==> config.mk <==
export PLATFORM = sky130hd
export DESIGN_NAME = ppm_power_ctrl
export DESIGN_NICKNAME = d
export VERILOG_FILES = /design/src/core/ppm_pulse_timer.v /design/src/core/ppm_power_ctrl.v
export VERILOG_INCLUDE_DIRS = /design/src /design/src/core
export SDC_FILE = /design/constraint.sdc
export NUM_CORES = 1
export LEC_CHECK = 0
export ABC_AREA = 1
export BUFFER_PORTS_ARGS = -buffer_cell sky130_fd_sc_hd__buf_4
export CAP_MARGIN = 5
export CORE_ASPECT_RATIO = 0.7
export CORE_MARGIN = 4
export CORE_UTILIZATION = 40
export CTS_CLUSTER_SIZE = 28
export DETAILED_ROUTE_END_ITERATION = 8
export GPL_TIMING_DRIVEN = 0
export PLACE_DENSITY_LB_ADDON = 0.1
export SLEW_MARGIN = 40
export SYNTH_ARGS = -nofsm -noshare
export SYNTH_HDL_FRONTEND = slang
export SYNTH_SLANG_ARGS = --single-unit
==> constraint.sdc <==
create_clock -name ref_clk -period 3.2 [get_ports ref_clk]
set_input_delay 0 -clock ref_clk [delete_from_list [all_inputs] [get_ports ref_clk]]
set_output_delay 0 -clock ref_clk [all_outputs]
set_load 0.01 [all_outputs]
==> src/core/ppm_consts.vh <==
`ifndef PPM_CONSTS_VH
`define PPM_CONSTS_VH

// ****************************************************************
// Register indices; the byte address is four times the index.
// ****************************************************************
`define PPM_IDX_PORT1_CTRL   8'h1D
`define PPM_IDX_PORT2_CTRL   8'h2D
`define PPM_IDX_POWER_MODE   8'hC3
`define PPM_IDX_SLEEP_DELAY  8'hC4
`define PPM_IDX_POWER_STATUS 8'hC8

// ****************************************************************
// Field positions.
// ****************************************************************
`define PPM_PORT_PD_BIT      3
`define PPM_MODE_LSB         0
`define PPM_MODE_MSB         1
`define PPM_PLL_OFF_BIT      2

// ****************************************************************
// Mode codes.
// ****************************************************************
`define PPM_MODE_NORMAL      2'h0
`define PPM_MODE_ENERGY      2'h1
`define PPM_MODE_SOFT_PD     2'h2
`define PPM_MODE_PSAVE       2'h3

// ****************************************************************
// Reset values.
// ****************************************************************
`define PPM_RST_PORT_CTRL    8'h00
`define PPM_RST_POWER_MODE   8'h00
`define PPM_RST_SLEEP_DELAY  8'h50

// ****************************************************************
// Timing: clock period, link pulse, pulse period and go-sleep unit.
// ****************************************************************
`define PPM_CLK_PERIOD_NS    4
`define PPM_PULSE_WIDTH_NS   120
`define PPM_PULSE_WIDTH_CYC  ((`PPM_PULSE_WIDTH_NS + `PPM_CLK_PERIOD_NS - 1) / `PPM_CLK_PERIOD_NS)
`define PPM_PULSE_PERIOD_NS  1000000000
`define PPM_PULSE_PERIOD_CYC (`PPM_PULSE_PERIOD_NS / `PPM_CLK_PERIOD_NS)
`define PPM_SLEEP_UNIT_NS    1000000
`define PPM_SLEEP_UNIT_CYC   (`PPM_SLEEP_UNIT_NS / `PPM_CLK_PERIOD_NS)

`endif

==> src/core/ppm_pulse_timer.v <==
`timescale 1ns/100ps
`include "ppm_consts.vh"

module ppm_pulse_timer
#(
  parameter PERIOD_CYC = `PPM_PULSE_PERIOD_CYC,
  parameter WIDTH_CYC  = `PPM_PULSE_WIDTH_CYC,
  parameter UNIT_CYC   = `PPM_SLEEP_UNIT_CYC
)
(
  input  wire ref_clk,
  input  wire sys_rst,
  input  wire pulse_run,
  output reg  link_pulse,
  output reg  unit_tick
);

  reg [31:0] period_cnt;
  reg [31:0] unit_cnt;

  // ****************************************************************
  // Link pulse generator.
  // ****************************************************************
  // The pulse starts at the first count of each period so that a new
  // run begins with a pulse rather than a one second silence.
  always @(posedge ref_clk or posedge sys_rst)
  begin
    if (sys_rst)
    begin
      period_cnt <= 32'h00000000;
      link_pulse <= 1'b0;
    end
    else if (!pulse_run)
    begin
      // A pulse under way is finished, since a cut pulse would reach the
      // partner shorter than the fixed pulse width.
      if (link_pulse)
      begin
        period_cnt <= period_cnt + 32'h00000001;
        link_pulse <= (period_cnt < WIDTH_CYC);
      end
      else
      begin
        period_cnt <= 32'h00000000;
        link_pulse <= 1'b0;
      end
    end
    else
    begin
      if (period_cnt >= PERIOD_CYC - 1)
        period_cnt <= 32'h00000000;
      else
        period_cnt <= period_cnt + 32'h00000001;
      link_pulse <= (period_cnt < WIDTH_CYC);
    end
  end

  // ****************************************************************
  // Go-sleep time base.
  // ****************************************************************
  // A free running tick; the sleep counter counts these units.
  always @(posedge ref_clk or posedge sys_rst)
  begin
    if (sys_rst)
    begin
      unit_cnt  <= 32'h00000000;
      unit_tick <= 1'b0;
    end
    else
    begin
      unit_tick <= (unit_cnt >= UNIT_CYC - 1);
      if (unit_cnt >= UNIT_CYC - 1)
        unit_cnt <= 32'h00000000;
      else
        unit_cnt <= unit_cnt + 32'h00000001;
    end
  end

endmodule // ppm_pulse_timer

==> src/core/ppm_power_ctrl.v <==
// Added by the designer: register access over APB.
`timescale 1ns/100ps
`include "ppm_consts.vh"

module ppm_power_ctrl
#(
  parameter PULSE_PERIOD_CYC = `PPM_PULSE_PERIOD_CYC,
  parameter SLEEP_UNIT_CYC   = `PPM_SLEEP_UNIT_CYC
)
(
  input  wire        ref_clk,
  input  wire        sys_rst,
  input  wire        psel,
  input  wire        penable,
  input  wire        pwrite,
  input  wire [11:0] paddr,
  input  wire [31:0] pwdata,
  output wire        pready,
  output reg  [31:0] prdata,
  output wire        pslverr,
  input  wire        autoneg_en,
  input  wire        cable_present,
  input  wire        cable_energy,
  input  wire        link_up,
  output reg         pll_clk_en,
  output reg         mac_en,
  output reg         host_if_en,
  output reg  [1:0]  phy_tx_en,
  output reg  [1:0]  phy_rx_en,
  output reg  [1:0]  phy_rx_unused_off,
  output reg         energy_det_en,
  output wire        link_pulse
);

  // ****************************************************************
  // Power states.
  // ****************************************************************
  localparam [2:0] ST_NORMAL  = 3'h0;
  localparam [2:0] ST_PSAVE   = 3'h1;
  localparam [2:0] ST_ED_ON   = 3'h2;
  localparam [2:0] ST_ED_LOW  = 3'h3;
  localparam [2:0] ST_SOFT_PD = 3'h4;

  reg  [7:0]  port1_phy_control;
  reg  [7:0]  port2_phy_control;
  reg  [7:0]  power_mode_control;
  reg  [7:0]  sleep_delay_time;
  reg  [2:0]  state;
  reg  [2:0]  next_state;
  reg  [8:0]  idle_units;
  reg  [31:0] next_prdata;
  reg         next_pll_clk_en;
  reg         next_mac_en;
  reg         next_host_if_en;
  reg  [1:0]  next_phy_tx_en;
  reg  [1:0]  next_phy_rx_en;
  reg  [1:0]  next_rx_unused_off;
  reg         next_energy_det_en;
  wire        unit_tick;
  wire        pulse_run;
  wire        wr_take;
  wire        wr_blocked;
  wire        aligned;
  wire [7:0]  reg_idx;
  wire [1:0]  mode;
  wire        pll_off;
  wire [1:0]  port_pd;

  assign mode    = power_mode_control[`PPM_MODE_MSB:`PPM_MODE_LSB];
  assign pll_off = power_mode_control[`PPM_PLL_OFF_BIT];
  assign port_pd = {port2_phy_control[`PPM_PORT_PD_BIT], port1_phy_control[`PPM_PORT_PD_BIT]};

  // ****************************************************************
  // APB slave.
  // ****************************************************************
  // Zero wait states: read data is captured in the setup cycle so it
  // comes from a flip-flop yet is valid in the first access cycle.
  assign pready  = 1'b1;
  assign aligned = (paddr[1:0] == 2'h0);
  assign reg_idx = paddr[9:2];

  // The host interface is off in the low-power and soft power-down
  // states; only a mode write may still land in soft power down so
  // that software can wake the device.
  assign wr_blocked = (state == ST_ED_LOW) ||
                      ((state == ST_SOFT_PD) && (reg_idx != `PPM_IDX_POWER_MODE));
  assign wr_take    = psel && penable && pwrite && aligned && !wr_blocked && !paddr[11]
                      && !paddr[10];
  assign pslverr    = psel && penable && pwrite && wr_blocked;

  // Read decode.
  always @*
  begin
    next_prdata = 32'h00000000;
    if (aligned && (paddr[11:10] == 2'h0))
    begin
      case (reg_idx)
        `PPM_IDX_PORT1_CTRL:   next_prdata = {24'h000000, port1_phy_control};
        `PPM_IDX_PORT2_CTRL:   next_prdata = {24'h000000, port2_phy_control};
        `PPM_IDX_POWER_MODE:   next_prdata = {24'h000000, power_mode_control};
        `PPM_IDX_SLEEP_DELAY:  next_prdata = {24'h000000, sleep_delay_time};
        `PPM_IDX_POWER_STATUS: next_prdata = {29'h00000000, state};
        default:               next_prdata = 32'h00000000;
      endcase
    end
  end

  always @(posedge ref_clk or posedge sys_rst)
  begin
    if (sys_rst)
      prdata <= 32'h00000000;
    else if (psel && !penable && !pwrite)
      prdata <= next_prdata;
  end

  // ****************************************************************
  // Register file.
  // ****************************************************************
  // Registers are never reset by a mode change, so contents survive
  // soft power down and power saving.
  always @(posedge ref_clk or posedge sys_rst)
  begin
    if (sys_rst)
    begin
      port1_phy_control  <= `PPM_RST_PORT_CTRL;
      port2_phy_control  <= `PPM_RST_PORT_CTRL;
      power_mode_control <= `PPM_RST_POWER_MODE;
      sleep_delay_time   <= `PPM_RST_SLEEP_DELAY;
    end
    else if (wr_take)
    begin
      case (reg_idx)
        `PPM_IDX_PORT1_CTRL:  port1_phy_control  <= pwdata[7:0];
        `PPM_IDX_PORT2_CTRL:  port2_phy_control  <= pwdata[7:0];
        `PPM_IDX_POWER_MODE:  power_mode_control <= pwdata[7:0];
        `PPM_IDX_SLEEP_DELAY: sleep_delay_time   <= pwdata[7:0];
        default:              power_mode_control <= power_mode_control;
      endcase
    end
  end

  // ****************************************************************
  // Power state machine.
  // ****************************************************************
  // The state follows the stored mode one cycle after the write, so a
  // mode change never acts in the middle of its own bus transfer.
  always @*
  begin
    next_state = state;
    case (mode)
      `PPM_MODE_NORMAL:
        next_state = ST_NORMAL;
      `PPM_MODE_SOFT_PD:
        next_state = ST_SOFT_PD;
      `PPM_MODE_PSAVE:
        // Saving only while negotiating with no cable; any activity
        // or a link attempt brings the PHY back to full power.
        if (autoneg_en && !cable_present && !cable_energy && !link_up)
          next_state = ST_PSAVE;
        else
          next_state = ST_NORMAL;
      `PPM_MODE_ENERGY:
        if (state == ST_ED_LOW)
          next_state = cable_energy ? ST_ED_ON : ST_ED_LOW;
        else if (state != ST_ED_ON)
          next_state = ST_ED_ON;
        else if (!cable_energy && (idle_units > {1'b0, sleep_delay_time}))
          next_state = ST_ED_LOW;
        else
          next_state = ST_ED_ON;
      default:
        next_state = ST_NORMAL;
    endcase
  end

  always @(posedge ref_clk or posedge sys_rst)
  begin
    if (sys_rst)
      state <= ST_NORMAL;
    else
      state <= next_state;
  end

  // ****************************************************************
  // Go-sleep idle counter.
  // ****************************************************************
  // Counts whole time units without cable energy; it saturates so an
  // idle line never wraps back to a short count.
  always @(posedge ref_clk or posedge sys_rst)
  begin
    if (sys_rst)
      idle_units <= 9'h000;
    else if ((state != ST_ED_ON) || cable_energy)
      idle_units <= 9'h000;
    else if (unit_tick && (idle_units != 9'h1FF))
      idle_units <= idle_units + 9'h001;
  end

  // ****************************************************************
  // Block enables.
  // ****************************************************************
  always @*
  begin
    next_pll_clk_en    = 1'b1;
    next_mac_en        = 1'b1;
    next_host_if_en    = 1'b1;
    next_phy_tx_en     = 2'h3;
    next_phy_rx_en     = 2'h3;
    next_rx_unused_off = 2'h0;
    next_energy_det_en = 1'b0;
    case (state)
      ST_NORMAL:
        next_pll_clk_en = 1'b1;
      ST_PSAVE:
        next_rx_unused_off = 2'h3;
      ST_ED_ON:
        next_energy_det_en = 1'b1;
      ST_ED_LOW:
      begin
        next_pll_clk_en    = 1'b0;
        next_mac_en        = 1'b0;
        next_host_if_en    = 1'b0;
        next_phy_tx_en     = 2'h0;
        next_phy_rx_en     = 2'h0;
        next_energy_det_en = 1'b1;
      end
      ST_SOFT_PD:
      begin
        next_pll_clk_en = 1'b0;
        next_mac_en     = 1'b0;
        next_host_if_en = 1'b0;
        next_phy_tx_en  = 2'h0;
        next_phy_rx_en  = 2'h0;
      end
      default:
        next_pll_clk_en = 1'b1;
    endcase
    // The PLL-disable bit acts in every mode; in normal mode it stops
    // the core clocks too, so software should set it only for sleep.
    if (pll_off)
      next_pll_clk_en = 1'b0;
    // A powered-down port stays off whatever the global mode.
    next_phy_tx_en     = next_phy_tx_en & ~port_pd;
    next_phy_rx_en     = next_phy_rx_en & ~port_pd;
    next_rx_unused_off = next_rx_unused_off & ~port_pd;
  end

  always @(posedge ref_clk or posedge sys_rst)
  begin
    if (sys_rst)
    begin
      pll_clk_en        <= 1'b1;
      mac_en            <= 1'b1;
      host_if_en        <= 1'b1;
      phy_tx_en         <= 2'h3;
      phy_rx_en         <= 2'h3;
      phy_rx_unused_off <= 2'h0;
      energy_det_en     <= 1'b0;
    end
    else
    begin
      pll_clk_en        <= next_pll_clk_en;
      mac_en            <= next_mac_en;
      host_if_en        <= next_host_if_en;
      phy_tx_en         <= next_phy_tx_en;
      phy_rx_en         <= next_phy_rx_en;
      phy_rx_unused_off <= next_rx_unused_off;
      energy_det_en     <= next_energy_det_en;
    end
  end

  // ****************************************************************
  // Link pulses and time base.
  // ****************************************************************
  // Pulses run in both energy-detect states while no link is up.
  assign pulse_run = ((state == ST_ED_ON) || (state == ST_ED_LOW)) && !link_up;

  ppm_pulse_timer
  #(
    .PERIOD_CYC (PULSE_PERIOD_CYC),
    .WIDTH_CYC  (`PPM_PULSE_WIDTH_CYC),
    .UNIT_CYC   (SLEEP_UNIT_CYC)
  )
  u_timer
  (
    .ref_clk    (ref_clk),
    .sys_rst    (sys_rst),
    .pulse_run  (pulse_run),
    .link_pulse (link_pulse),
    .unit_tick  (unit_tick)
  );

endmodule // ppm_power_ctrl

==> results.sh, run 1 <==
export IMPL_status="complete, no violations"
export IMPL_synth_xor_area_frac=0.0177
export IMPL_rsz0062_at_grt="no"
export IMPL_port_buffers=48
export IMPL_grt_util_all_layers=0.199
export IMPL_dr_pass1_iters=6
export IMPL_fin_setup_tns_ns=0
export IMPL_syn_inst=919
export IMPL_power_density_nw_per_um2=414
export IMPL_relSlewSlack=0.522
export IMPL_dieArea_sq_um=19600
export IMPL_hold_buffers=15
export IMPL_reg2reg_depth=10
export IMPL_fin_worst_skew_ns=0.0110
export IMPL_highest_layer="met4"
export IMPL_clk_latency_ns=0.43
export IMPL_startpoint="idle_units[1]"
export IMPL_antenna_found_initial=0
export IMPL_synth_compound_area_frac=0.0530
export IMPL_cts_root_buffer="clkbuf_16"
export IMPL_muxShareOfSynthArea=0
export IMPL_cts_made_buffers=17
export IMPL_top_level_ports=98
export IMPL_clk_pin_slew_ns=0.06
export IMPL_timing_critical_path_to_type="register"
export IMPL_hold_violations=0
export IMPL_syn_area_sq_um=6940
export IMPL_hold_class="in2async"
export IMPL_r2r_slack_ns=0.95
export IMPL_die_w_um=165
export IMPL_seq_area_sq_um=3140
export IMPL_period_minus_slack_ns=2.25
export IMPL_std_cell_rows=39
export IMPL_grt_max_degree=23
export IMPL_ctsResizeCount=0
export IMPL_antenna_left=0
export IMPL_area_delta_synth_final_pct=23.8
export IMPL_p_leak_nw=4.17
export IMPL_clock_path_buffers=2
export IMPL_multi_input_area_sq_um=3250
export IMPL_place_gp_congestion=0.869
export IMPL_cp_arrival_ns=2.55
export IMPL_ys_async_sr_fraction=1.00
export IMPL_finalPower_mw=3.56
export IMPL_yosysUniqueCellTypes=38
export IMPL_grt_overflow_total=0
export IMPL_crit_fanout=6
export IMPL_synth_fa_ha_area_frac=0.0216
export IMPL_startpoint_type="register"
export IMPL_nets=1110
export IMPL_worst_pin_slew_ns=0.716
export IMPL_grt_first_pass_wirelength_mm=30.6
export IMPL_r2r_start="idle_units[1]"
export IMPL_initial_core_util=0.416
export IMPL_clock_sinks=125
export IMPL_synth_area_per_cell_sq_um=7.55
export IMPL_core_area_sq_um=16700
export IMPL_crit_end="idle_units[7]"
export IMPL_die_height_um=118
export IMPL_fmax_mhz=445
export IMPL_worstReg2RegEnd="idle_units[7]"
export IMPL_maxCapViolations=0
export IMPL_drc_errors=0
export IMPL_synth_main_ff_cell="dfrtp_1"
export IMPL_dpl_hpwl_mm=14.1
export IMPL_met2WireLength_mm=7.04
export IMPL_ys_warn_count=0
export IMPL_synth_edf_count=0
export IMPL_finalWirelength_mm=18.8
export IMPL_h_tree_depth=4
export IMPL_cts_tree="built"
export IMPL_wl_met3_mm=1.42
export IMPL_num_vias=6285
export IMPL_routedLengthMet1_mm=10.2
export IMPL_period_share=0.703
export IMPL_slew_violations=0
export IMPL_ys_seq_area_frac=0.452
export IMPL_drt_iter0_drc=688
export IMPL_drive_gt1_frac=0.157
export IMPL_dpl_instance_area_sq_um=7910
export IMPL_vias_per_cell=4.90
export IMPL_setup_viol=0
export IMPL_design_area_sq_um=8600
export IMPL_grt_pass1_vias=5832
export IMPL_fill_cells=1641
export IMPL_n_antenna_cell=0
export IMPL_final_core_util=0.515
export IMPL_ys_ff_latch=125
export IMPL_synth_top_family_by_area="simple AND/OR/NAND/NOR gates"
export IMPL_cp_required_ns=3.50
export IMPL_irDropWorstVdd_mv=0.298
export IMPL_postCtsSetupBuffers=0
export IMPL_critPathKind="reg2reg"
export IMPL_wire_per_inst_um=14.6
export IMPL_synth_simple_area_share=0.354
-- per-stage QoR --
stage	std cells	setup slack [ns]	hold slack (ns)
3_3_place_gp	1229	0.734	0.279
4_1_cts	1283	0.928	0.00868
6_report	1283	0.951	0.0157
2_1_floorplan	956	1.25	0.115
5_1_grt	1283	0.669	0.0105
3_5_place_dp	1236	0.940	-0.114
-- state kept, by name, indices dropped and copies added (netlist names) --
signal,count
energy_det_en,1
host_if_en,1
idle_units,9
phy_rx_en,2
phy_rx_unused_off,2
pll_clk_en,1
port1_phy_control,8
port2_phy_control,8
power_mode_control,8
prdata,8
sleep_delay_time,8
state,3
u_timer.link_pulse,1
u_timer.period_cnt,32
u_timer.unit_cnt,32
u_timer.unit_tick,1
-- routing by layer --
layer / GRT usage / vias to the layer above
li1: - / 3177
met1: 0.332 / 2890
met2: 0.251 / 207
met3: 0.0508 / 11
met4: 0.0469 / 0
met5: 0 / -
-- placed cells by master, fill, tap and decap left out, types with 6 or more instances in the layout --
cell           netlist  routed
nand3_1            103     103
clkbuf_1             4       6
conb_1               2      39
o21ai_0             10      10
ha_1                12      12
nand2_1            243     243
nor3_1              16      15
o21ai_1             14      14
dfstp_2              6       6
clkbuf_16            0      17
a21oi_1             37      37
xor2_1               9       9
nand4_1             40      40
inv_1               89      88
dfrtp_1            119     119
nor2_1             117     117
clkinv_2             0       7
inv_2               13      13
buf_2               13      13
dlygate4sd3_1        0      15
buf_4               28      76
-- report_power, final --
group / internal [mW] / switching (mW) / leakage (nW) / total [mW]
Sequential: 1.59 / 0.00335 / 1.69 / 1.60
Combinational: 0.0839 / 0.0988 / 2.23 / 0.183
Clock: 1.05 / 0.729 / 0.258 / 1.78
Total: 2.73 / 0.831 / 4.17 / 3.56
-- synth_stat cells, types with 5 or more instances --
library cell  number  area (sq um)
inv_2             13          48.8
buf_2             13          65.1
xor2_1             9          78.8
dfstp_2            6           158
nor3_1            16          80.1
nand2_1          243           912
dfrtp_1          119          2980
a21oi_1           37           185
ha_1              12           150
nand4_1           40           250
nand3_1          103           515
nor2_1           117           439
buf_4             28           210
o21ai_1           14          70.1
o21ai_0           10          50.1
inv_1             89           334
xnor2_1            5          43.8
or2_2              5          31.3
-- final cells by class --
cell class | instances | area share
clock inverter | 13 | 0.0121
tap | 225 | 0.0327
timing repair buffer | 70 | 0.0800
sequential | 125 | 0.365
buffer | 47 | 0.0373
multi-input combinational | 682 | 0.378
clock buffer | 19 | 0.0504
inverter | 102 | 0.0450
-- critical path, stage by stage, from the launching register on --
cell,delay (ns)
dfrtp_1,0.42
ha_1,0.22
nand2_1,0.08
nor3_1,0.05
ha_1,0.17
nor2_1,0.32
inv_1,0.16
nor3_1,0.35
nand3_1,0.15
o21ai_0,0.16
a21oi_1,0.06
-- kinds of logic after synthesis --
group | after synthesis
other | 2
AOI/OAI and AO/OA | 68
DFF | 125
xor gates and xnor gates | 14
and+or+nand+nor | 549
buffers and inverters | 149
adders and majority gates | 12
-- worst min-delay path by stage --
stage | endpoint | slack, ns | depth (start not counted)
final | u_timer.unit_cnt[10] | 0.02 | 3
after global routing | u_timer.unit_cnt[10] | 0.01 | 3
after CTS | u_timer.unit_cnt[10] | 0.009 | 3
after detailed placement | u_timer.unit_cnt[10] | -0.11 | 2
after global placement | state[0] | 0.28 | 3
after floorplan | sleep_delay_time[4] | 0.11 | 2
(Power assumes the default switching activity.)
==> run 2: changes to the inputs <==
==> constraint.sdc (replaced) <==
create_clock -name ref_clk -period 2.3 [get_ports ref_clk]
set_input_delay 0 -clock ref_clk [delete_from_list [all_inputs] [get_ports ref_clk]]
set_output_delay 0 -clock ref_clk [all_outputs]
set_load 0.01 [all_outputs]
==> results.sh, run 2 (synthesized netlist as in run 1, its figures left out) <==
export IMPL_reg2reg_depth=5
export IMPL_crit_buf_inv=3
export IMPL_pwr_share_comb=0.051
export IMPL_vias_per_cell=4.92
export IMPL_internal_power_mw=3.80
export IMPL_die_w_um=165
export IMPL_place_gp_congestion=0.869
export IMPL_r2r_slack_ns=0.11
export IMPL_critPathKind="reg2reg"
export IMPL_port_buffers=48
export IMPL_core_area_sq_um=16700
export IMPL_r2r_start="power_mode_control[1]"
export IMPL_period_minus_slack_ns=2.19
export IMPL_power_density_nw_per_um2=574
export IMPL_area_delta_synth_final_pct=24.3
export IMPL_worst_pin_slew_ns=0.741
export IMPL_seq_area_sq_um=3140
export IMPL_fill_cells=1639
export IMPL_drt_iter0_drc=669
export IMPL_cts_made_buffers=17
export IMPL_nets=1111
export IMPL_swShare=0.233
export IMPL_hold_class="in2async"
export IMPL_clock_path_buffers=2
export IMPL_h_tree_depth=4
export IMPL_clock_sinks=125
export IMPL_cts_tree="built"
export IMPL_antenna_found_initial=0
export IMPL_clk_latency_ns=0.42
export IMPL_crit_top_cell="dlygate4sd3_1"
export IMPL_grt_pass1_vias=5832
export IMPL_mostFrequentLayoutCell="nand2_1"
export IMPL_critical_path_max_stage_delay_ns=0.57
export IMPL_slew_violations=0
export IMPL_top_regs="u_timer.period_cnt x32, u_timer.unit_cnt x32, idle_units x9"
export IMPL_clock_power_share=0.500
export IMPL_grt_util_all_layers=0.199
export IMPL_die_height_um=118
export IMPL_rsz0062_at_grt="no"
export IMPL_hold_ws_ns=0.0183
export IMPL_multi_input_area_sq_um=3270
export IMPL_status="complete, no violations"
export IMPL_drc_errors=0
export IMPL_crit_fanout=3
export IMPL_dieArea_sq_um=19600
export IMPL_worstReg2RegEnd="state[0]"
export IMPL_startpoint="power_mode_control[1]"
export IMPL_antenna_left=0
export IMPL_hold_violations=0
export IMPL_num_vias=6316
export IMPL_pwr_share_seq=0.448
export IMPL_relSlewSlack=0.505
export IMPL_cts_root_buffer="clkbuf_16"
export IMPL_path_cells="inv_1 -> or4_1 -> dlygate4sd3_1 -> nand2_1 -> dlygate4sd3_1"
export IMPL_dr_pass1_iters=5
export IMPL_cp_required_ns=2.66
export IMPL_p_leak_nw=4.18
export IMPL_startpoint_type="register"
export IMPL_final_core_util=0.517
export IMPL_initial_core_util=0.416
export IMPL_timing_critical_path_to_type="register"
export IMPL_final_cell_mix="nand2_1, dfrtp_1, nor2_1"
export IMPL_top_level_ports=98
export IMPL_wire_per_inst_um=14.5
export IMPL_p_sw_mw=1.15
export IMPL_grt_overflow_total=0
export IMPL_crit_family="buffers and inverters"
export IMPL_crit_path_top_delay_cell="dlygate4sd3_1"
export IMPL_dpl_hpwl_mm=14.1
export IMPL_period_share=0.951
export IMPL_cp_arrival_ns=2.55
export IMPL_fmax_mhz=457
export IMPL_fin_worst_skew_ns=0.00953
export IMPL_n_antenna_cell=0
export IMPL_setup_viol=0
export IMPL_finalWirelength_mm=18.7
export IMPL_std_cell_rows=39
export IMPL_grt_max_degree=23
export IMPL_drive_gt1_frac=0.166
export IMPL_clk_pin_slew_ns=0.06
export IMPL_irDropWorstVdd_mv=0.409
export IMPL_grt_first_pass_wirelength_mm=30.6
export IMPL_maxCapViolations=0
-- run 2: layout make-up --
cell class                      instances  area share
Clock inverter                         13      0.0120
Buffer                                 47      0.0371
Timing Repair Buffer                   71      0.0806
Clock buffer                           19      0.0502
Multi-Input combinational cell        682       0.379
Tap cell                              225      0.0326
Inverter                              102      0.0448
Sequential cell                       125       0.363
-- run 2: metrics by stage --
step                      cell area, sq um  cells  power (mW)  setup slack (ns)  TNS, ns
final                                 8630   1284        4.95             0.113        0
after global routing                  8630   1284        5.14            0.0152        0
after CTS                             8600   1283        5.00            0.0278        0
after detailed placement              7910   1236        2.50            0.0397        0
after global placement                7730   1229        2.46            -0.166   -17.74
after floorplan                       7090    956        2.38             0.354        0
-- run 2: worst min-delay path: cells and delay by family --
family,cells,cell delay [ns]
buf+inv,3,0.76
-- run 2: how the worst max path moves through the flow --
stage	to	cells after the start	slack [ns]
floorplan	idle_units[7]	10	0.35
global placement	prdata[4]	2	-0.17
detailed placement	idle_units[7]	10	0.04
CTS	idle_units[7]	10	0.03
global route	state[0]	5	0.02
finish	state[0]	5	0.11
-- run 2: what timing repair did --
action                     4_1_cts  5_1_grt
hold buffers                    15        0
hold endpoints to repair        98        0
resized for setup                0        9
setup buffers                    0        1
setup endpoints to repair        0       29
-- run 2: power by group through the flow --
| stage | Sequential [mW] | Clock, mW | Combinational (mW) |
|---|---|---|---|
| 2_1_floorplan | 2.26 | 0 | 0.120 |
| 3_3_place_gp | 2.26 | 0 | 0.200 |
| 3_5_place_dp | 2.26 | 0 | 0.238 |
| 4_1_cts | 2.22 | 2.52 | 0.256 |
| 5_1_grt | 2.22 | 2.64 | 0.284 |
| 6_report | 2.22 | 2.48 | 0.254 |
-- run 2: layer usage --
metal,up-vias,share of wire,wire (um),track usage
met2,212,0.37,6970,0.251
met5,-,0,0,0
li1,3172,-,-,-
met1,2916,0.54,10100,0.332
met4,0,0.010,186,0.0469
met3,16,0.073,1370,0.0508
